<file path="src/rtl/niciu_pkg.sv">
// Package: register map, status bit positions and command field layouts
package niciu_pkg;

  // ----------------------------------------
  // Register offsets (printed offsets are not all multiples of four: index form)
  // ----------------------------------------
  localparam logic [7:0] NICIU_IDX_INTERRUPT_MASK = 8'h5a;
  localparam logic [7:0] NICIU_IDX_INDICATION_MASK = 8'h5c;
  localparam logic [7:0] NICIU_IDX_EVENT_STATUS = 8'h5e;
  localparam logic [7:0] NICIU_IDX_COMMAND = 8'h60;
  localparam logic [9:0] NICIU_ADDR_INTERRUPT_MASK = {NICIU_IDX_INTERRUPT_MASK, 2'b00};
  localparam logic [9:0] NICIU_ADDR_INDICATION_MASK = {NICIU_IDX_INDICATION_MASK, 2'b00};
  localparam logic [9:0] NICIU_ADDR_EVENT_STATUS = {NICIU_IDX_EVENT_STATUS, 2'b00};
  localparam logic [9:0] NICIU_ADDR_COMMAND = {NICIU_IDX_COMMAND, 2'b00};

  // ----------------------------------------
  // Status bit positions
  // ----------------------------------------
  localparam int NICIU_B_SUMMARY = 0;
  localparam int NICIU_B_HOST_FAULT = 1;
  localparam int NICIU_B_TX_DONE = 2;
  localparam int NICIU_B_UPD_WANTED = 3;
  localparam int NICIU_B_RX_DONE = 4;
  localparam int NICIU_B_REQ_IRQ = 6;
  localparam int NICIU_B_MEDIA_FAULT = 7;
  localparam int NICIU_B_DN_DONE = 9;
  localparam int NICIU_B_UP_DONE = 10;
  localparam int NICIU_B_TX_STARVE = 11;
  localparam int NICIU_B_CMD_PEND = 12;
  localparam int NICIU_B_ASTAT_FREE = 13;
  localparam int NICIU_B_SYS_REQ = 14;
  localparam int NICIU_B_AREQ = 15;

  // Bits that may hold a value; reserved 5 and 8 excluded
  localparam logic [15:0] NICIU_LIVE_BITS = 16'hfedf;
  // Interrupt-capable bits; summary and command-pending excluded
  localparam logic [15:0] NICIU_IRQ_BITS = 16'heede;
  // Acknowledge bits; those above bit 10 lie beyond the 11-bit argument and never clear
  localparam logic [15:0] NICIU_ACK_BITS = 16'he645;
  localparam logic [15:0] NICIU_RESET_VAL = 16'h0000;

  // Media controller status bits that raise the media fault
  localparam logic [15:0] NICIU_MEDIA_FAULT_SEL = 16'h400c;

  // ----------------------------------------
  // Command word layout
  // ----------------------------------------
  localparam int NICIU_CMD_OP_HI = 15;
  localparam int NICIU_CMD_OP_LO = 11;
  localparam int NICIU_CMD_ARG_HI = 10;
  localparam int NICIU_CMD_ARG_LO = 0;
  localparam int NICIU_FULL_RESET_B8 = 8;
  localparam int NICIU_FULL_RESET_B5 = 5;
  localparam int NICIU_FULL_RESET_B3 = 3;

  typedef enum logic [4:0] {
    NICIU_OP_FULL_RESET = 5'h00,
    NICIU_OP_DOWNLOAD_RESET = 5'h0a,
    NICIU_OP_ACKNOWLEDGE = 5'h0d,
    NICIU_OP_SOFTWARE_IRQ = 5'h0c,
    NICIU_OP_LOAD_INDICATION = 5'h0f,
    NICIU_OP_LOAD_INTERRUPT = 5'h0e,
    NICIU_OP_RECEIVE_DROP = 5'h08
  } niciu_op_e;

  // Event pulses from the adapter sources
  typedef struct packed {
    logic target_abort;
    logic master_abort;
    logic false_starve;
    logic transmit_done;
    logic upload_descriptor_wanted;
    logic receive_pending;
    logic countdown_expired;
    logic download_done;
    logic upload_done;
    logic transmit_starve;
    logic command_pending;
    logic adapter_status_free;
    logic system_request;
    logic adapter_request;
  } niciu_events_s;

  // Register port request
  typedef struct packed {
    logic [9:0] addr;
    logic [15:0] wdata;
    logic wr;
    logic rd;
  } niciu_req_s;

endpackage

</file>
<file path="src/rtl/niciu_top.sv">
// Indication and interrupt unit: status, masks, summary latch and PCI interrupt line
//
// Summary of operation
// - A status bit other than summary bit 0 reads as one only while its indication mask bit is one; edge bits also set only then.
// - Interrupt line is set by OR of status bits gated by interrupt mask bits; it holds until summary acknowledge.
// - Summary bit 0 sets with the interrupt pin; cleared only by summary acknowledge.
// - Mask changes act at once; masked events read zero, stay pending inside.
// - Enabling an already pending event raises the interrupt at once.
// - Summary bit is always enabled regardless of both masks.
// - Masking never clears a pending event; it reappears when unmasked.
// - Command-pending bit never reads as one, since indication mask bit 12 always loads zero, and never interrupts.
// - One acknowledge can clear a source bit and the summary bit together.
// - Download reset clears transmit starve only; summary bit untouched.
// - Masks clear on reset or host reset; loaded only by their commands.
// - Host fault bit 1 sets on aborts or false starve; cleared by full reset with argument bits 8, 5 and 3 zero.
// - Transmit done bit 2 sets on flagged frame end; cleared by acknowledge.
// - Bit 3 follows the descriptor-wanted condition; cleared by descriptor or drop.
// - Receive done bit 4 stays set while complete packets remain.
// - Bit 6 sets on countdown or software request; cleared by acknowledge.
// - Bit 7 sets on media status bits 14, 3 or 2; cleared only by full reset.
// - Download and upload bits clear by their own acknowledge bit; the three block bits 13-15 never clear.
// - Download done is bit 9, upload done is bit 10.
`timescale 1ns/1ns
module niciu_top
(
  // Clock and reset
  input wire logic clk_sys_i,
  input wire logic reset_n_i,
  input wire logic host_side_reset_bit_i,
  // Register port
  input wire logic [9:0] reg_addr_i,
  input wire logic [15:0] reg_wdata_i,
  input wire logic reg_wr_i,
  input wire logic reg_rd_i,
  output logic [15:0] reg_rdata_o,
  // Event sources
  input wire niciu_pkg::niciu_events_s events_i,
  input wire logic [15:0] media_ctrl_status_i,
  // Interrupt line
  output logic pci_irq_o
);
  import niciu_pkg::*;

  // ----------------------------------------
  // State
  // ----------------------------------------
  logic [15:0] pending;
  logic [15:0] indication_mask;
  logic [15:0] interrupt_mask;
  logic summary;
  logic [15:0] next_pending;
  logic next_summary;

  // ----------------------------------------
  // Command decode
  // ----------------------------------------
  wire cmd_wr = reg_wr_i && (reg_addr_i == NICIU_ADDR_COMMAND);
  wire [4:0] cmd_op = reg_wdata_i[NICIU_CMD_OP_HI:NICIU_CMD_OP_LO];
  wire [10:0] cmd_arg = reg_wdata_i[NICIU_CMD_ARG_HI:NICIU_CMD_ARG_LO];
  wire is_ack = cmd_wr && (cmd_op == NICIU_OP_ACKNOWLEDGE);
  wire is_dn_reset = cmd_wr && (cmd_op == NICIU_OP_DOWNLOAD_RESET);
  wire is_drop = cmd_wr && (cmd_op == NICIU_OP_RECEIVE_DROP);
  wire is_swirq = cmd_wr && (cmd_op == NICIU_OP_SOFTWARE_IRQ);
  wire is_ld_ind = cmd_wr && (cmd_op == NICIU_OP_LOAD_INDICATION);
  wire is_ld_int = cmd_wr && (cmd_op == NICIU_OP_LOAD_INTERRUPT);
  wire is_full_reset = cmd_wr && (cmd_op == NICIU_OP_FULL_RESET);
  wire fault_clear = is_full_reset && !cmd_arg[NICIU_FULL_RESET_B8]
    && !cmd_arg[NICIU_FULL_RESET_B5] && !cmd_arg[NICIU_FULL_RESET_B3];
  // Acknowledge argument holds the ack bits at status bit positions
  wire [15:0] ack_mask = is_ack ? ({5'h00, cmd_arg} & NICIU_ACK_BITS) : 16'h0000;

  // ----------------------------------------
  // Event set and clear vectors
  // ----------------------------------------
  wire [15:0] set_vec;
  assign set_vec[NICIU_B_SUMMARY] = 1'b0;
  assign set_vec[NICIU_B_HOST_FAULT] = events_i.target_abort | events_i.master_abort
    | events_i.false_starve;
  assign set_vec[NICIU_B_TX_DONE] = events_i.transmit_done;
  assign set_vec[NICIU_B_UPD_WANTED] = 1'b0;
  assign set_vec[NICIU_B_RX_DONE] = 1'b0;
  assign set_vec[5] = 1'b0;
  assign set_vec[NICIU_B_REQ_IRQ] = events_i.countdown_expired | is_swirq;
  assign set_vec[NICIU_B_MEDIA_FAULT] = |(media_ctrl_status_i & NICIU_MEDIA_FAULT_SEL);
  assign set_vec[8] = 1'b0;
  assign set_vec[NICIU_B_DN_DONE] = events_i.download_done;
  assign set_vec[NICIU_B_UP_DONE] = events_i.upload_done;
  assign set_vec[NICIU_B_TX_STARVE] = events_i.transmit_starve;
  assign set_vec[NICIU_B_CMD_PEND] = 1'b0;
  assign set_vec[NICIU_B_ASTAT_FREE] = events_i.adapter_status_free;
  assign set_vec[NICIU_B_SYS_REQ] = events_i.system_request;
  assign set_vec[NICIU_B_AREQ] = events_i.adapter_request;

  wire [15:0] clr_vec = ack_mask
    | (fault_clear ? (16'h0001 << NICIU_B_HOST_FAULT) : 16'h0000)
    | (is_full_reset ? (16'h0001 << NICIU_B_MEDIA_FAULT) : 16'h0000)
    | (is_dn_reset ? (16'h0001 << NICIU_B_TX_STARVE) : 16'h0000);

  // Indication gates setting; latched events persist under mask changes
  wire [15:0] gated_set = set_vec & indication_mask & NICIU_LIVE_BITS;

  // Set wins over a clear in the same cycle; level bits follow their sources
  always_comb
  begin
    next_pending = (pending & ~clr_vec) | gated_set;
    next_pending[NICIU_B_UPD_WANTED] = events_i.upload_descriptor_wanted && !is_drop;
    next_pending[NICIU_B_RX_DONE] = events_i.receive_pending;
    next_pending[NICIU_B_CMD_PEND] = events_i.command_pending;
    next_pending[NICIU_B_SUMMARY] = 1'b0;
    next_pending = next_pending & NICIU_LIVE_BITS;
  end

  // ----------------------------------------
  // Visible status and interrupt
  // ----------------------------------------
  wire [15:0] visible = pending & indication_mask & NICIU_LIVE_BITS;
  // Cause after this cycle's clears, so a joint acknowledge drops the latch
  wire [15:0] kept_pending = pending & ~clr_vec;
  wire irq_cause = |(kept_pending & indication_mask & interrupt_mask & NICIU_IRQ_BITS);
  wire summary_ack = is_ack && cmd_arg[NICIU_B_SUMMARY];
  // Latch is set whenever the line is driven; line holds while latch is set
  assign next_summary = irq_cause || (summary && !summary_ack);
  wire [15:0] status_word = {visible[15:1], summary};

  always_ff @(posedge clk_sys_i or negedge reset_n_i)
  begin
    if (!reset_n_i)
    begin
      pending <= NICIU_RESET_VAL;
      summary <= 1'b0;
    end
    else
    begin
      pending <= next_pending;
      summary <= next_summary;
    end
  end

  // Masks: only load commands write them, register port read-only
  always_ff @(posedge clk_sys_i or negedge reset_n_i)
  begin
    if (!reset_n_i)
    begin
      indication_mask <= NICIU_RESET_VAL;
      interrupt_mask <= NICIU_RESET_VAL;
    end
    else if (host_side_reset_bit_i)
    begin
      indication_mask <= NICIU_RESET_VAL;
      interrupt_mask <= NICIU_RESET_VAL;
    end
    else
    begin
      if (is_ld_ind)
        indication_mask <= {5'h00, cmd_arg};
      if (is_ld_int)
        interrupt_mask <= {5'h00, cmd_arg};
    end
  end

  // Interrupt line follows next summary so it rises with the latch
  always_ff @(posedge clk_sys_i or negedge reset_n_i)
  begin
    if (!reset_n_i)
      pci_irq_o <= 1'b0;
    else
      pci_irq_o <= next_summary;
  end

  // ----------------------------------------
  // Register read
  // ----------------------------------------
  logic [15:0] rd_sel;
  always_comb
  begin
    if (reg_addr_i == NICIU_ADDR_EVENT_STATUS)
      rd_sel = status_word;
    else if (reg_addr_i == NICIU_ADDR_INDICATION_MASK)
      rd_sel = indication_mask;
    else if (reg_addr_i == NICIU_ADDR_INTERRUPT_MASK)
      rd_sel = interrupt_mask;
    else
      rd_sel = 16'h0000;
  end

  always_ff @(posedge clk_sys_i or negedge reset_n_i)
  begin
    if (!reset_n_i)
      reg_rdata_o <= 16'h0000;
    else if (reg_rd_i)
      reg_rdata_o <= rd_sel;
    else
      reg_rdata_o <= 16'h0000;
  end

  // ----------------------------------------
  // Assertions
  // ----------------------------------------
  AST_MASKED_READS_ZERO: assert property (@(posedge clk_sys_i) disable iff (!reset_n_i)
    (reg_rd_i && reg_addr_i == NICIU_ADDR_EVENT_STATUS) |=> ((reg_rdata_o[15:1] & ~$past(indication_mask[15:1])) == 15'h0000))
    else $error("masked status bit read as one");
  AST_IRQ_FROM_CAUSE: assert property (@(posedge clk_sys_i) disable iff (!reset_n_i)
    irq_cause |=> pci_irq_o)
    else $error("enabled cause did not raise the line");
  AST_SUMMARY_HOLDS: assert property (@(posedge clk_sys_i) disable iff (!reset_n_i)
    (summary && !summary_ack) |=> summary)
    else $error("summary dropped without acknowledge");
  AST_LINE_MATCHES_SUMMARY: assert property (@(posedge clk_sys_i) disable iff (!reset_n_i)
    pci_irq_o == summary)
    else $error("line and summary disagree");
  AST_MASK_KEEPS_PENDING: assert property (@(posedge clk_sys_i) disable iff (!reset_n_i)
    (pending[NICIU_B_TX_DONE] && !ack_mask[NICIU_B_TX_DONE]) |=> pending[NICIU_B_TX_DONE])
    else $error("pending event lost without acknowledge");
  AST_CMD_PEND_NO_IRQ: assert property (@(posedge clk_sys_i) disable iff (!reset_n_i)
    (!summary && (visible & interrupt_mask & NICIU_IRQ_BITS) == 16'h0000) |=> !pci_irq_o)
    else $error("line raised without cause");
  AST_DN_RESET_KEEPS_SUMMARY: assert property (@(posedge clk_sys_i) disable iff (!reset_n_i)
    (is_dn_reset && summary) |=> (summary && !pending[NICIU_B_TX_STARVE] || $past(set_vec[NICIU_B_TX_STARVE])))
    else $error("download reset misbehaved");
  AST_HOST_RESET_MASKS: assert property (@(posedge clk_sys_i) disable iff (!reset_n_i)
    host_side_reset_bit_i |=> (indication_mask == 16'h0000 && interrupt_mask == 16'h0000))
    else $error("masks not cleared by host reset");
  AST_RESERVED_ZERO: assert property (@(posedge clk_sys_i) disable iff (!reset_n_i)
    (pending[5] == 1'b0) && (pending[8] == 1'b0))
    else $error("reserved status bit set");

  // ----------------------------------------
  // Assertions: status and masks
  // ----------------------------------------
  AST_SET_NEEDS_INDICATION: assert property (@(posedge clk_sys_i) disable iff (!reset_n_i)
    (!pending[NICIU_B_TX_DONE] && !indication_mask[NICIU_B_TX_DONE])
    |=> !pending[NICIU_B_TX_DONE])
    else $error("status bit set while not indicated");

  AST_STATUS_READ: assert property (@(posedge clk_sys_i) disable iff (!reset_n_i)
    (reg_rd_i && reg_addr_i == NICIU_ADDR_EVENT_STATUS)
    |=> (reg_rdata_o == $past(status_word)))
    else $error("status read does not match status");

  AST_MASK_HIDES: assert property (@(posedge clk_sys_i) disable iff (!reset_n_i)
    !indication_mask[NICIU_B_REQ_IRQ]
    |-> !visible[NICIU_B_REQ_IRQ])
    else $error("masked bit visible");

  AST_RESERVED_READ: assert property (@(posedge clk_sys_i) disable iff (!reset_n_i)
    (reg_rd_i && reg_addr_i == NICIU_ADDR_EVENT_STATUS)
    |=> (reg_rdata_o[5] == 1'b0 && reg_rdata_o[8] == 1'b0))
    else $error("reserved bit read as one");

  // ----------------------------------------
  // Assertions: summary and line
  // ----------------------------------------
  AST_ENABLE_RAISES: assert property (@(posedge clk_sys_i) disable iff (!reset_n_i)
    ((|(visible & interrupt_mask & NICIU_IRQ_BITS)) && clr_vec == 16'h0000)
    |=> summary)
    else $error("enabled pending cause did not raise summary");

  AST_SUMMARY_READS: assert property (@(posedge clk_sys_i) disable iff (!reset_n_i)
    (reg_rd_i && reg_addr_i == NICIU_ADDR_EVENT_STATUS)
    |=> (reg_rdata_o[NICIU_B_SUMMARY] == $past(summary)))
    else $error("summary bit read wrong");

  AST_CMD_PEND_IGNORED: assert property (@(posedge clk_sys_i) disable iff (!reset_n_i)
    (!summary && visible == 16'h1000)
    |=> !summary)
    else $error("command pending raised summary");

  // ----------------------------------------
  // Assertions: mask loading
  // ----------------------------------------
  AST_LOAD_INDICATION: assert property (@(posedge clk_sys_i) disable iff (!reset_n_i)
    (is_ld_ind && !host_side_reset_bit_i)
    |=> (indication_mask == {5'h00, $past(cmd_arg)}))
    else $error("indication mask not loaded");

  AST_LOAD_INTERRUPT: assert property (@(posedge clk_sys_i) disable iff (!reset_n_i)
    (is_ld_int && !host_side_reset_bit_i)
    |=> (interrupt_mask == {5'h00, $past(cmd_arg)}))
    else $error("interrupt mask not loaded");

  AST_MASK_READONLY: assert property (@(posedge clk_sys_i) disable iff (!reset_n_i)
    (!is_ld_ind && !host_side_reset_bit_i)
    |=> $stable(indication_mask))
    else $error("indication mask changed without load");

  // ----------------------------------------
  // Assertions: fault and media bits
  // ----------------------------------------
  AST_FAULT_SET: assert property (@(posedge clk_sys_i) disable iff (!reset_n_i)
    (events_i.target_abort && indication_mask[NICIU_B_HOST_FAULT])
    |=> pending[NICIU_B_HOST_FAULT])
    else $error("host fault not set");

  AST_FAULT_CLEAR: assert property (@(posedge clk_sys_i) disable iff (!reset_n_i)
    (fault_clear && !set_vec[NICIU_B_HOST_FAULT])
    |=> !pending[NICIU_B_HOST_FAULT])
    else $error("host fault not cleared");

  AST_FAULT_KEEPS: assert property (@(posedge clk_sys_i) disable iff (!reset_n_i)
    (is_full_reset && cmd_arg[NICIU_FULL_RESET_B3] && pending[NICIU_B_HOST_FAULT])
    |=> pending[NICIU_B_HOST_FAULT])
    else $error("host fault cleared with bit 3 set");

  AST_MEDIA_SET: assert property (@(posedge clk_sys_i) disable iff (!reset_n_i)
    (media_ctrl_status_i[14] && indication_mask[NICIU_B_MEDIA_FAULT])
    |=> pending[NICIU_B_MEDIA_FAULT])
    else $error("media fault not set");

  AST_MEDIA_STICKY: assert property (@(posedge clk_sys_i) disable iff (!reset_n_i)
    (pending[NICIU_B_MEDIA_FAULT] && !is_full_reset)
    |=> pending[NICIU_B_MEDIA_FAULT])
    else $error("media fault cleared without full reset");

  // ----------------------------------------
  // Assertions: transfer and request bits
  // ----------------------------------------
  AST_TX_DONE_SET: assert property (@(posedge clk_sys_i) disable iff (!reset_n_i)
    (events_i.transmit_done && indication_mask[NICIU_B_TX_DONE])
    |=> pending[NICIU_B_TX_DONE])
    else $error("transmit done not set");

  AST_UPD_FOLLOWS: assert property (@(posedge clk_sys_i) disable iff (!reset_n_i)
    (events_i.upload_descriptor_wanted && !is_drop)
    |=> pending[NICIU_B_UPD_WANTED])
    else $error("descriptor wanted not shown");

  AST_UPD_DROP: assert property (@(posedge clk_sys_i) disable iff (!reset_n_i)
    is_drop
    |=> !pending[NICIU_B_UPD_WANTED])
    else $error("descriptor wanted survived drop");

  AST_RX_FOLLOWS: assert property (@(posedge clk_sys_i) disable iff (!reset_n_i)
    1'b1
    |=> (pending[NICIU_B_RX_DONE] == $past(events_i.receive_pending)))
    else $error("receive done does not follow source");

  AST_REQ_IRQ_SET: assert property (@(posedge clk_sys_i) disable iff (!reset_n_i)
    (is_swirq && indication_mask[NICIU_B_REQ_IRQ])
    |=> pending[NICIU_B_REQ_IRQ])
    else $error("requested interrupt not set");

  AST_UP_DONE_SET: assert property (@(posedge clk_sys_i) disable iff (!reset_n_i)
    (events_i.upload_done && indication_mask[NICIU_B_UP_DONE])
    |=> pending[NICIU_B_UP_DONE])
    else $error("upload done not set");

  // ----------------------------------------
  // Assertions: acknowledge and download reset
  // ----------------------------------------
  AST_JOINT_ACK: assert property (@(posedge clk_sys_i) disable iff (!reset_n_i)
    (is_ack && cmd_arg[NICIU_B_SUMMARY] && cmd_arg[NICIU_B_TX_DONE] && !events_i.transmit_done)
    |=> !pending[NICIU_B_TX_DONE])
    else $error("joint acknowledge left transmit done");

  AST_DN_RESET_CLEARS: assert property (@(posedge clk_sys_i) disable iff (!reset_n_i)
    (is_dn_reset && !events_i.transmit_starve)
    |=> !pending[NICIU_B_TX_STARVE])
    else $error("download reset left starve bit");

  AST_REQ_IRQ_CLEAR: assert property (@(posedge clk_sys_i) disable iff (!reset_n_i)
    (is_ack && cmd_arg[NICIU_B_REQ_IRQ] && !set_vec[NICIU_B_REQ_IRQ])
    |=> !pending[NICIU_B_REQ_IRQ])
    else $error("requested interrupt not cleared");

  AST_DN_DONE_CLEAR: assert property (@(posedge clk_sys_i) disable iff (!reset_n_i)
    (is_ack && cmd_arg[NICIU_B_DN_DONE] && !events_i.download_done)
    |=> !pending[NICIU_B_DN_DONE])
    else $error("download done not cleared");

  AST_ACK_ONLY_NAMED: assert property (@(posedge clk_sys_i) disable iff (!reset_n_i)
    (is_ack && !cmd_arg[NICIU_B_REQ_IRQ] && pending[NICIU_B_REQ_IRQ])
    |=> pending[NICIU_B_REQ_IRQ])
    else $error("acknowledge cleared an unnamed bit");

endmodule

</file>
<file path="config.mk">
export PLATFORM = sky130hd
export DESIGN_NAME = niciu_top
export DESIGN_NICKNAME = d
export VERILOG_FILES = /design/src/rtl/niciu_pkg.sv /design/src/rtl/niciu_top.sv
export SDC_FILE = /design/constraint.sdc
export NUM_CORES = 1
export LEC_CHECK = 0
export BUFFER_PORTS_ARGS = -buffer_cell sky130_fd_sc_hd__buf_2
export CAP_MARGIN = 15
export CORE_AREA = 2 2 84 86
export DETAILED_ROUTE_END_ITERATION = 8
export DIE_AREA = 0 0 86 88
export GPL_ROUTABILITY_DRIVEN = 0
export PLACE_DENSITY = 0.6
export SETUP_SLACK_MARGIN = 0.3
export SLEW_MARGIN = 20
export SYNTH_ARGS = -nofsm -noshare
export SYNTH_HDL_FRONTEND = slang
export SYNTH_SLANG_ARGS = --single-unit
</file>
<file path="constraint.sdc">
create_clock -name clk_sys_i -period 1.81 [get_ports clk_sys_i]
set_clock_uncertainty 0.15 [all_clocks]
set_input_delay 0.362 -clock clk_sys_i [delete_from_list [all_inputs] [get_ports clk_sys_i]]
set_output_delay 0.362 -clock clk_sys_i [all_outputs]
set_load 0.005 [all_outputs]
</file>
==> qor.yml, run 1 <==
cells_and_area:
  n_antenna_cell: 0
  area_growth_pct: 48.7
  drive_above_1_share_pct: 49.3
  fin_cells: 368
  nets: 349
  utilization_pct: 45.5
  postLayoutCellArea_mm2: 0.00302
grt:
  grt_antenna_before_repair: 0
  grt_pass1_wl_mm: 9.30
  grtUsageTotal_pct: 16.0
  overflow: 0
  grt_max_degree: 43
  grt_pass1_vias: 1896
detailed_routing:
  wire_per_inst_um: 15.8
  first_pass_iters: 5
  route.detailed.drc: 0
  drt-initial-drc-count: 98
  wl_mm: 5.80
  ant_nets: 0
  vias: 1892
  avgViaCountPerCell: 5.14
power:
  finalPower_mw: 1.69
  ir_drop_mv: 0.299
  cellPowerDensity_mw_per_mm2: 558
  p_leak_nw: 1.42
worst_setup_path:
  crit_fanout: 2
  cp.required_ns: 1.83
  worstPathArrival_ns: 2.02
  cp-start-kind: "primary input"
  critPathCaptureType: "flip-flop"
  timing_worst_setup_path_type: "primary input to flip-flop"
timing:
  finalSetupViolations: 3
  layout_worst_path_cycle_share_pct: 110
  drv_slew: 0
  rsz0062_at_grt: "true"
  setup_ws_ns: -0.184
  period_needed_ns: 1.99
  fmax_mhz: 502
  worst_slew_pin_slew_ns: 0.562
  max_slew_margin_pct: 62.5
  hold_viol_final: 0
  hold_ws_ns: 0.0147
  tns_ns: -0.388
clock_tree:
  numCtsBuffers: 5
  clkSlewWorstSetupHoldPaths_ns: 0.07
  cts-root-buf: "clkbuf_8"
  cts_tree: "done"
  clock_path_buffers: 2
  cts.sinks: 42
  htreeDepth: 2
  insertion_delay_ns: 0.30
die:
  dieWidth_um: 86
  die_h_um: 88
  io_pins: 78
  core_mm2: 0.00664
  start_util_pct: 30.6
  row_count: 30
  die_area_mm2: 0.00757
placement:
  place_inst: 353
  dp_hpwl_mm: 3.94
  port_buffers: 54
  pre_cts_ws_ns: -0.521
  placed_area_mm2: 0.00261
logic_synthesis:
  synthesis.area_mm2: 0.00203
  netlist_instances: 205
  synth_seq_area_share_pct: 51.7
  yosysWarnings: 0
  syn_avg_cell_area_um2: 9.92
  ys_types: 39
  ys_ff_latch: 42
run_status:
  outcome: "finished, violations left"
  violations: "setup timing"
hold_path:
  hold_class: "primary input to flip-flop"
run:
  cap_violations: 0
final cells by class:
cell class | count | area, um^2
clock buffers | 7 | 76.3
fillers | 628 | 3620
inverters | 2 | 7.51
multi-input cells | 153 | 1170
well taps | 80 | 100
flip-flops and latches | 42 | 1050
repair buffers | 84 | 617
power breakdown:
group          total [mW]  switching [mW]  internal, mW
clock network       0.570           0.304         0.266
registers           0.941         0.00123         0.940
logic               0.178           0.100        0.0777
synthesized netlist by cell type:
cell / number / area share [%]
nand2b_1: 9 / 2.8
nor4b_1: 1 / 0.43
buf_4: 5 / 1.8
nor4_1: 2 / 0.62
nor2_1: 18 / 3.3
dfrtp_1: 42 / 52
buf_2: 1 / 0.25
o31ai_1: 1 / 0.37
nand3b_1: 2 / 0.74
a31oi_1: 1 / 0.31
nand4_2: 1 / 0.62
clkbuf_1: 7 / 1.3
o41a_1: 1 / 0.55
a22o_1: 5 / 2.2
mux2i_1: 11 / 5.4
or3_1: 2 / 0.62
nor2b_1: 9 / 2.8
nand4b_1: 2 / 0.86
or2_2: 1 / 0.31
nand3_1: 7 / 1.7
a32oi_1: 9 / 3.9
nand4_1: 1 / 0.31
a22oi_1: 2 / 0.74
nor3_2: 1 / 0.49
o21ai_0: 4 / 0.98
and4bb_1: 1 / 0.62
or4_1: 1 / 0.37
o22ai_1: 1 / 0.31
and3_1: 1 / 0.31
conb_1: 1 / 0.18
a21oi_1: 14 / 3.4
a211o_1: 1 / 0.43
inv_1: 2 / 0.37
o41ai_1: 1 / 0.43
or4_4: 1 / 0.55
nand2_1: 32 / 5.9
nor4b_4: 1 / 1.2
nor3_1: 2 / 0.49
o21bai_1: 1 / 0.37
final timing paths:
| kind | start | end | slack (ns) | cells after the start |
|---|---|---|---|---|
| min in group asynchronous | reset_n_i | reg_rdata_o[10] | 0.42 | 3 |
| min reg2reg | pending[2] | pending[2] | 0.37 | 1 |
| min | events_i[8] | pending[4] | 0.01 | 1 |
| max in group asynchronous | reset_n_i | indication_mask[1] | 0.89 | 3 |
| max | reg_addr_i[9] | pci_irq_o | -0.18 | 6 |
| max reg2reg | interrupt_mask[3] | pci_irq_o | 0.03 | 5 |
registers in the layout, indices dropped and copies added, names as in the netlist:
register and count:
pci_irq_o 1, indication_mask 11, reg_rdata_o 11, pending 8, interrupt_mask 11
routing by layer:
layer | vias up | track usage [%] | part of all wire, %
li1 | 890 | - | -
met1 | 944 | 19.5 | 42
met2 | 50 | 27.7 | 51
met3 | 8 | 3.30 | 5.4
met4 | 0 | 6.35 | 1.4
met5 | - | 0 | 0
critical path, cell delays in order:
cell and delay, ns:
buf_8 0.10, nor4b_4 0.31, nand4_2 0.15, or4_4 0.44, a211o_1 0.27, or4_1 0.39
cells in the final DEF, fill, tap and decap left out, drive strengths merged, types with 8 or more instances in the layout:
cell,n
a21oi,14
clkbuf,8
dfrtp,42
nor2,18
buf,82
nand2,32
mux2i,11
nor2b,9
a32oi,9
nand2b,9
cell families (layout without fill, tap and decap cells):
logic type	after synthesis	after routing	share of synthesized area [%]
AO/OA/AOI/OAI	41	41	14.0
buffers and inverters	15	93	3.75
flip-flops	42	42	51.7
multiplexers	11	11	5.42
other	1	5	0.184
AND/OR/NAND/NOR	95	96	25.0
what timing repair did:
| action | 4_1_cts | 5_1_grt |
|---|---|---|
| gates cloned | 2 | 0 |
| setup endpoints to repair | 38 | 40 |
| resized for setup | 47 | 23 |
| hold buffers | 1 | 0 |
| setup buffers | 5 | 0 |
| pin swaps | 28 | 11 |
| hold endpoints to repair | 42 | 0 |
Power figures use the tool's default switching activity.
==> run 2: changes to the inputs <==
- HOLD_SLACK_MARGIN: not set -> 0.05
- RECOVER_POWER: not set -> 50
==> run 2 against run 1 <==
  * The run still ends with setup timing left
  * Count of clock-buffer cells in the layout did not move
  * Power barely moved
  * Global-route usage did not move
  * Sequential share of layout area barely moved
  * Die area did not move
  * Cell count rose by 0.27%
  * Register-to-register slack barely moved
  * Combinational power barely moved
  * Via count fell by 0.32%
  * Fmax barely moved
  * Critical path depth did not move
  * Sequential power barely moved
  * Largest power group unchanged
  * Highest routed layer unchanged
==> qor.yml, run 2 (synthesis gave the netlist of run 1 again) <==
detailed_routing:
  vias: 1886  # was 1892
  wl_mm: 5.84  # was 5.80 mm
  route.detailed.drc: 0  # unchanged
  ant_nets: 0  # unchanged
  first_pass_iters: 4  # was 5
  drt-initial-drc-count: 87  # was 98
  wire_per_inst_um: 15.8  # about the same
  avgViaCountPerCell: 5.11  # was 5.14
cells_and_area:
  fillers: 629  # was 628
  top_regs: "indication_mask (11), interrupt_mask (11), reg_rdata_o (11)"  # unchanged
  final_common_cell: "buf_2"  # unchanged
  drive_above_1_share_pct: 49.1  # was 49.3%
  nets: 350  # was 349
  layout_common_cells: "buf_2 (52), dfrtp_1 (42), buf_4 (17)"  # unchanged
  fin_cells: 369  # was 368
  area_growth_pct: 48.6  # was 48.7%
  n_antenna_cell: 0  # unchanged
clock_tree:
  cts_tree: "done"  # unchanged
  cts-root-buf: "clkbuf_8"  # unchanged
  insertion_delay_ns: 0.30  # about the same
  cts.sinks: 42  # unchanged
  htreeDepth: 2  # unchanged
  clock_path_buffers: 2  # unchanged
  numCtsBuffers: 5  # unchanged
  clkSlewWorstSetupHoldPaths_ns: 0.07  # about the same
power:
  ir_drop_mv: 0.299  # about the same
  seqPwrFrac_pct: 55.8  # was 55.7%
  combPwrFrac_pct: 10.4  # was 10.5%
  p_leak_nw: 1.42  # about the same
  p_int_mw: 1.28  # about the same
  pwr-share-clk_pct: 33.8  # was 33.7%
  netSwitchingFraction_pct: 24.1  # was 24.0%
  cellPowerDensity_mw_per_mm2: 559  # was 558 mW/mm^2
  switchingPower_mw: 0.406  # was 0.405 mW
worst_setup_path:
  cp-start-kind: "primary input"  # unchanged
  crit_fanout: 2  # unchanged
  cp_top_family: "simple AND/OR/NAND/NOR gates"  # unchanged
  worstPathArrival_ns: 2.02  # about the same
  worstPathBufferInverterCount: 1  # unchanged
  critPathCaptureType: "flip-flop"  # unchanged
  cp.required_ns: 1.83  # about the same
  timing_worst_setup_path_type: "primary input to flip-flop"  # unchanged
  cpMaxStageDelayCell: "or4_4"  # unchanged
  r2r_slack_ns: 0.03  # about the same
  crit_chain: "buf_8 -> nor4b_4 -> nand4_2 -> or4_4 -> a211o_1 -> or4_1"  # unchanged
  cpPeakStageDelay_ns: 0.44  # about the same
timing:
  fmax_mhz: 502  # about the same
  setup_ws_ns: -0.183  # was -0.184 ns
  drv_slew: 0  # unchanged
  rsz0062_at_grt: "true"  # unchanged
  hold_viol_final: 0  # unchanged
  tns_ns: -0.389  # was -0.388 ns
  hold_ws_ns: 0.140  # was 0.0147 ns
  finalSetupViolations: 3  # unchanged
  max_slew_margin_pct: 60.6  # was 62.5%
  period_needed_ns: 1.99  # about the same
  layout_worst_path_cycle_share_pct: 110  # about the same
  worst_slew_pin_slew_ns: 0.591  # was 0.562 ns
grt:
  grt_max_degree: 43  # unchanged
  grt_pass1_vias: 1896  # unchanged
  grt_antenna_before_repair: 0  # unchanged
  grtUsageTotal_pct: 16.0  # unchanged
  overflow: 0  # unchanged
  grt_pass1_wl_mm: 9.30  # unchanged
die:
  row_count: 30  # unchanged
  core_mm2: 0.00664  # unchanged
  die_area_mm2: 0.00757  # unchanged
  die_h_um: 88  # unchanged
  io_pins: 78  # unchanged
  dieWidth_um: 86  # unchanged
  start_util_pct: 30.6  # unchanged
placement:
  dp_hpwl_mm: 3.94  # unchanged
  place_inst: 353  # unchanged
  port_buffers: 54  # unchanged
run_status:
  violations: "setup timing"  # unchanged
  outcome: "finished, violations left"  # unchanged
run:
  cap_violations: 0  # unchanged
hold_path:
  hold_class: "primary input to flip-flop"  # unchanged
[run 2: changes by cell type in the layout (fill, tap and decap cells not counted), sizes merged]
cell	before	now
buf	82	81
clkbuf	8	9
dlygate4sd3	1	2
[run 2: worst register-to-register path, delay by kind of cell, from the launching register on]
family / cells / cell delay (ns)
AND/OR/NAND/NOR: 2 / 0.58
AO/OA/AOI/OAI: 3 / 0.53
flip-flops: 1 / 0.40
[run 2: stage by stage]
stage               utilization (%)  area, um^2  power [mW]  setup slack, ns
floorplan                         -        2120        1.01           -0.355
global placement               39.3        2610        1.12           -0.488
detailed placement             39.3        2610        1.12           -0.521
CTS                            44.3        2940        1.71           -0.178
global route                   45.5        3020        1.76           -0.236
finish                         45.5        3020        1.69           -0.183
[run 2: final timing paths]
check	from	depth (start not counted)	end
setup / recovery	reg_addr_i[9]	6	pci_irq_o
setup reg to reg	interrupt_mask[3]	5	pci_irq_o
min in group asynchronous	reset_n_i	3	reg_rdata_o[10]
hold / removal	events_i[6]	2	pending[9]
hold reg to reg	pending[2]	1	pending[2]
max in group asynchronous	reset_n_i	3	pending[7]
[run 2: what timing repair did]
action / in CTS / in global routing
resized for setup: 47 / 23
buffers inserted: 5 / 0
pin swaps: 28 / 11
cloned: 2 / 0
hold buffers: 2 / 0
hold endpoints to repair: 43 / 0
setup endpoints to repair: 38 / 40
[run 2: layout make-up]
| class | instances | area [um^2] | share of cell area [%] |
|---|---|---|---|
| clock buffers | 7 | 76.3 | 2.53 |
| flip-flops and latches | 42 | 1050 | 34.8 |
| multi-input cells | 153 | 1170 | 38.8 |
| well taps | 80 | 100 | 3.31 |
| repair buffers | 85 | 614 | 20.3 |
| inverters | 2 | 7.51 | 0.248 |
[run 2: layer usage]
metal	share of wire (%)	global-route usage, %
met5	0	0
met4	1.4	6.35
met1	41	19.5
met2	51	27.7
met3	6.0	3.30
[run 2: power by group through the flow]
stage               Clock, mW  Combinational (mW)  Sequential, mW
floorplan                   0              0.0482           0.959
global placement            0               0.161           0.960
detailed placement          0               0.161           0.960
CTS                     0.594               0.175           0.941
global route            0.631               0.191           0.941
finish                  0.571               0.176           0.941
==> run 3: changes to the inputs <==
--- a/config.mk
+++ b/config.mk
@@ -9,4 +9,5 @@
 export CAP_MARGIN = 15
 export CORE_AREA = 2 2 84 86
+export CTS_CLUSTER_SIZE = 28
 export DETAILED_ROUTE_END_ITERATION = 8
 export DIE_AREA = 0 0 86 88
==> constraint.sdc (replaced) <==
create_clock -name clk_sys_i -period 1.81 [get_ports clk_sys_i]
set_clock_uncertainty 0.15 [all_clocks]
set_input_delay 0.2715 -clock clk_sys_i [delete_from_list [all_inputs] [get_ports clk_sys_i]]
set_output_delay 0.2715 -clock clk_sys_i [all_outputs]
set_load 0.005 [all_outputs]
==> run 3 against run 2 <==
  * The flow still finishes with violations (setup timing)
  * Global-route usage shrank 0.16 points
  * First-iteration DRC count shrank 20%
  * Non-clock buffer count grew 4
  * Core utilization shrank 2.6 points
  * Clock power grew 12%
  * Register-to-register slack is essentially flat
  * Largest cell class is now flip-flops and latches
==> qor.yml, run 3 (synthesis gave the netlist of run 1 again) <==
power:
  ir_drop_mv: 0.348  # was 0.299 mV
  finalPower_mw: 1.76  # was 1.69 mW
  seqPwrFrac_pct: 53.6  # was 55.8%
  switchingPower_mw: 0.427  # was 0.406 mW
  cellPowerDensity_mw_per_mm2: 616  # was 559 mW/mm^2
  p_leak_nw: 1.31  # was 1.42 nW
  netSwitchingFraction_pct: 24.3  # was 24.1%
  p_int_mw: 1.33  # was 1.28 mW
  pwr-share-clk_pct: 36.4  # was 33.8%
  combPwrFrac_pct: 10.0  # was 10.4%
worst_setup_path:
  crit_chain: "buf_8 -> nor4b_4 -> nand4_2 -> or4_4 -> a211o_1 -> or4_1"  # unchanged
  cpPeakStageDelay_ns: 0.44  # about the same
  cpMaxStageDelayCell: "or4_4"  # unchanged
  worstPathArrival_ns: 1.94  # was 2.02 ns
  timing_worst_setup_path_type: "primary input to flip-flop"  # unchanged
  cp-start-kind: "primary input"  # unchanged
  cp.required_ns: 1.83  # about the same
  crit_fanout: 2  # unchanged
  critPathCaptureType: "flip-flop"  # unchanged
cells_and_area:
  layout_common_cells: "buf_2 (45), dfrtp_1 (42), nand2_1 (31)"  # was buf_2 (52), dfrtp_1 (42), buf_4 (17)
  n_antenna_cell: 0  # unchanged
  utilization_pct: 42.9  # was 45.5%
  final_common_cell: "buf_2"  # unchanged
  postLayoutCellArea_mm2: 0.00285  # was 0.00302 mm^2
  area_growth_pct: 40.1  # was 48.6%
  drive_above_1_share_pct: 33.4  # was 49.1%
  fin_cells: 373  # was 369
  nets: 353  # was 350
  top_regs: "indication_mask (11), interrupt_mask (11), reg_rdata_o (11)"  # unchanged
grt:
  grt_pass1_vias: 1855  # was 1896
  grt_max_degree: 24  # was 43
  grt_pass1_wl_mm: 9.11  # was 9.30 mm
  grt_antenna_before_repair: 0  # unchanged
  overflow: 0  # unchanged
  grtUsageTotal_pct: 15.8  # was 16.0%
timing:
  period_needed_ns: 1.92  # was 1.99 ns
  finalSetupViolations: 1  # was 3
  tns_ns: -0.106  # was -0.389 ns
  hold_viol_final: 0  # unchanged
  rsz0062_at_grt: "true"  # unchanged
  layout_worst_path_cycle_share_pct: 106  # was 110%
  worst_slew_pin_slew_ns: 0.580  # was 0.591 ns
  max_slew_margin_pct: 61.3  # was 60.6%
  drv_slew: 0  # unchanged
  fmax_mhz: 522  # was 502 MHz
  setup_ws_ns: -0.106  # was -0.183 ns
detailed_routing:
  wire_per_inst_um: 15.2  # was 15.8 um
  ant_nets: 0  # unchanged
  route.detailed.drc: 0  # unchanged
  first_pass_iters: 4  # unchanged
  avgViaCountPerCell: 4.97  # was 5.11
  wl_mm: 5.68  # was 5.84 mm
  vias: 1855  # was 1886
  drt-initial-drc-count: 70  # was 87
die:
  core_mm2: 0.00664  # unchanged
  row_count: 30  # unchanged
  start_util_pct: 30.6  # unchanged
  die_area_mm2: 0.00757  # unchanged
  io_pins: 78  # unchanged
  die_h_um: 88  # unchanged
  dieWidth_um: 86  # unchanged
placement:
  placed_area_mm2: 0.00258  # was 0.00261 mm^2
  place_inst: 354  # was 353
  dp_hpwl_mm: 4.08  # was 3.94 mm
  port_buffers: 54  # unchanged
clock_tree:
  cts.sinks: 42  # unchanged
  clkSlewWorstSetupHoldPaths_ns: 0.08  # was 0.07 ns
  cts_tree: "done"  # unchanged
  numCtsBuffers: 5  # unchanged
  insertion_delay_ns: 0.30  # about the same
  htreeDepth: 2  # unchanged
  cts-root-buf: "clkbuf_8"  # unchanged
  clock_path_buffers: 2  # unchanged
run_status:
  outcome: "finished, violations left"  # unchanged
  violations: "setup timing"  # unchanged
run:
  cap_violations: 0  # unchanged
hold_path:
  hold_class: "primary input to flip-flop"  # unchanged
## run 3: changes by cell type in the layout (fill, tap and decap cells not counted), sizes merged
| cell | before | now |
|---|---|---|
| buf | 81 | 73 |
| dlygate4sd3 | 2 | 8 |
| clkbuf | 9 | 14 |
| clkinv | 0 | 1 |
| clkinvlp | 0 | 1 |
| or2 | 2 | 1 |
## run 3: worst max-delay path, delay by kind of cell
kind / cells / cell delay (ns)
AOI/OAI and AO/OA: 1 / 0.27
buffers and inverters: 1 / 0.10
and+or+nand+nor: 4 / 1.29
## run 3: what timing repair did
item	4_1_cts	5_1_grt
endpoints found under the setup margin	7	26
setup buffers	2	1
endpoints found under the hold margin	25	1
resized for setup	7	10
pin swaps	5	4
hold buffers	7	1
## run 3: through the flow
| stage | setup WS, ns | hold slack [ns] |
|---|---|---|
| 6_report | -0.106 | 0.0616 |
| 5_1_grt | -0.149 | 0.0596 |
| 4_1_cts | -0.0917 | 0.0504 |
| 3_5_place_dp | -0.422 | 0.132 |
| 3_3_place_gp | -0.395 | 0.127 |
| 2_1_floorplan | -0.264 | -0.174 |
## run 3: layout make-up
class                   instances  area [um^2]
fillers                       638         3800
flip-flops and latches         42         1050
multi-input cells             152          997
repair buffers                 89          597
well taps                      80          100
clock buffers                   6         82.6
clock inverters                 2         12.5
inverters                       2         7.51
## run 3: path summary, 6_finish.rpt
path	start	to	slack, ns	cells past startpoint
min	reg_wdata_i[7]	indication_mask[7]	0.06	3
max	reg_addr_i[4]	pci_irq_o	-0.11	6
max reg2reg	indication_mask[3]	pci_irq_o	0.03	5
max in group asynchronous	reset_n_i	indication_mask[0]	0.39	3
min in group asynchronous	reset_n_i	reg_rdata_o[3]	0.34	2
min reg2reg	indication_mask[0]	indication_mask[0]	0.37	2
## run 3: power by group through the flow
stage / sequential [mW] / clock (mW) / combinational, mW
floorplan: 0.959 / 0 / 0.0482
global placement: 0.960 / 0 / 0.156
detailed placement: 0.960 / 0 / 0.158
CTS: 0.941 / 0.658 / 0.173
global route: 0.941 / 0.704 / 0.194
finish: 0.941 / 0.639 / 0.175
## run 3: per-layer routing
metal,track usage [%],routed length (um)
met5,0,0
met4,5.19,63
met3,4.52,280
met2,25.4,2730
met1,20.6,2610
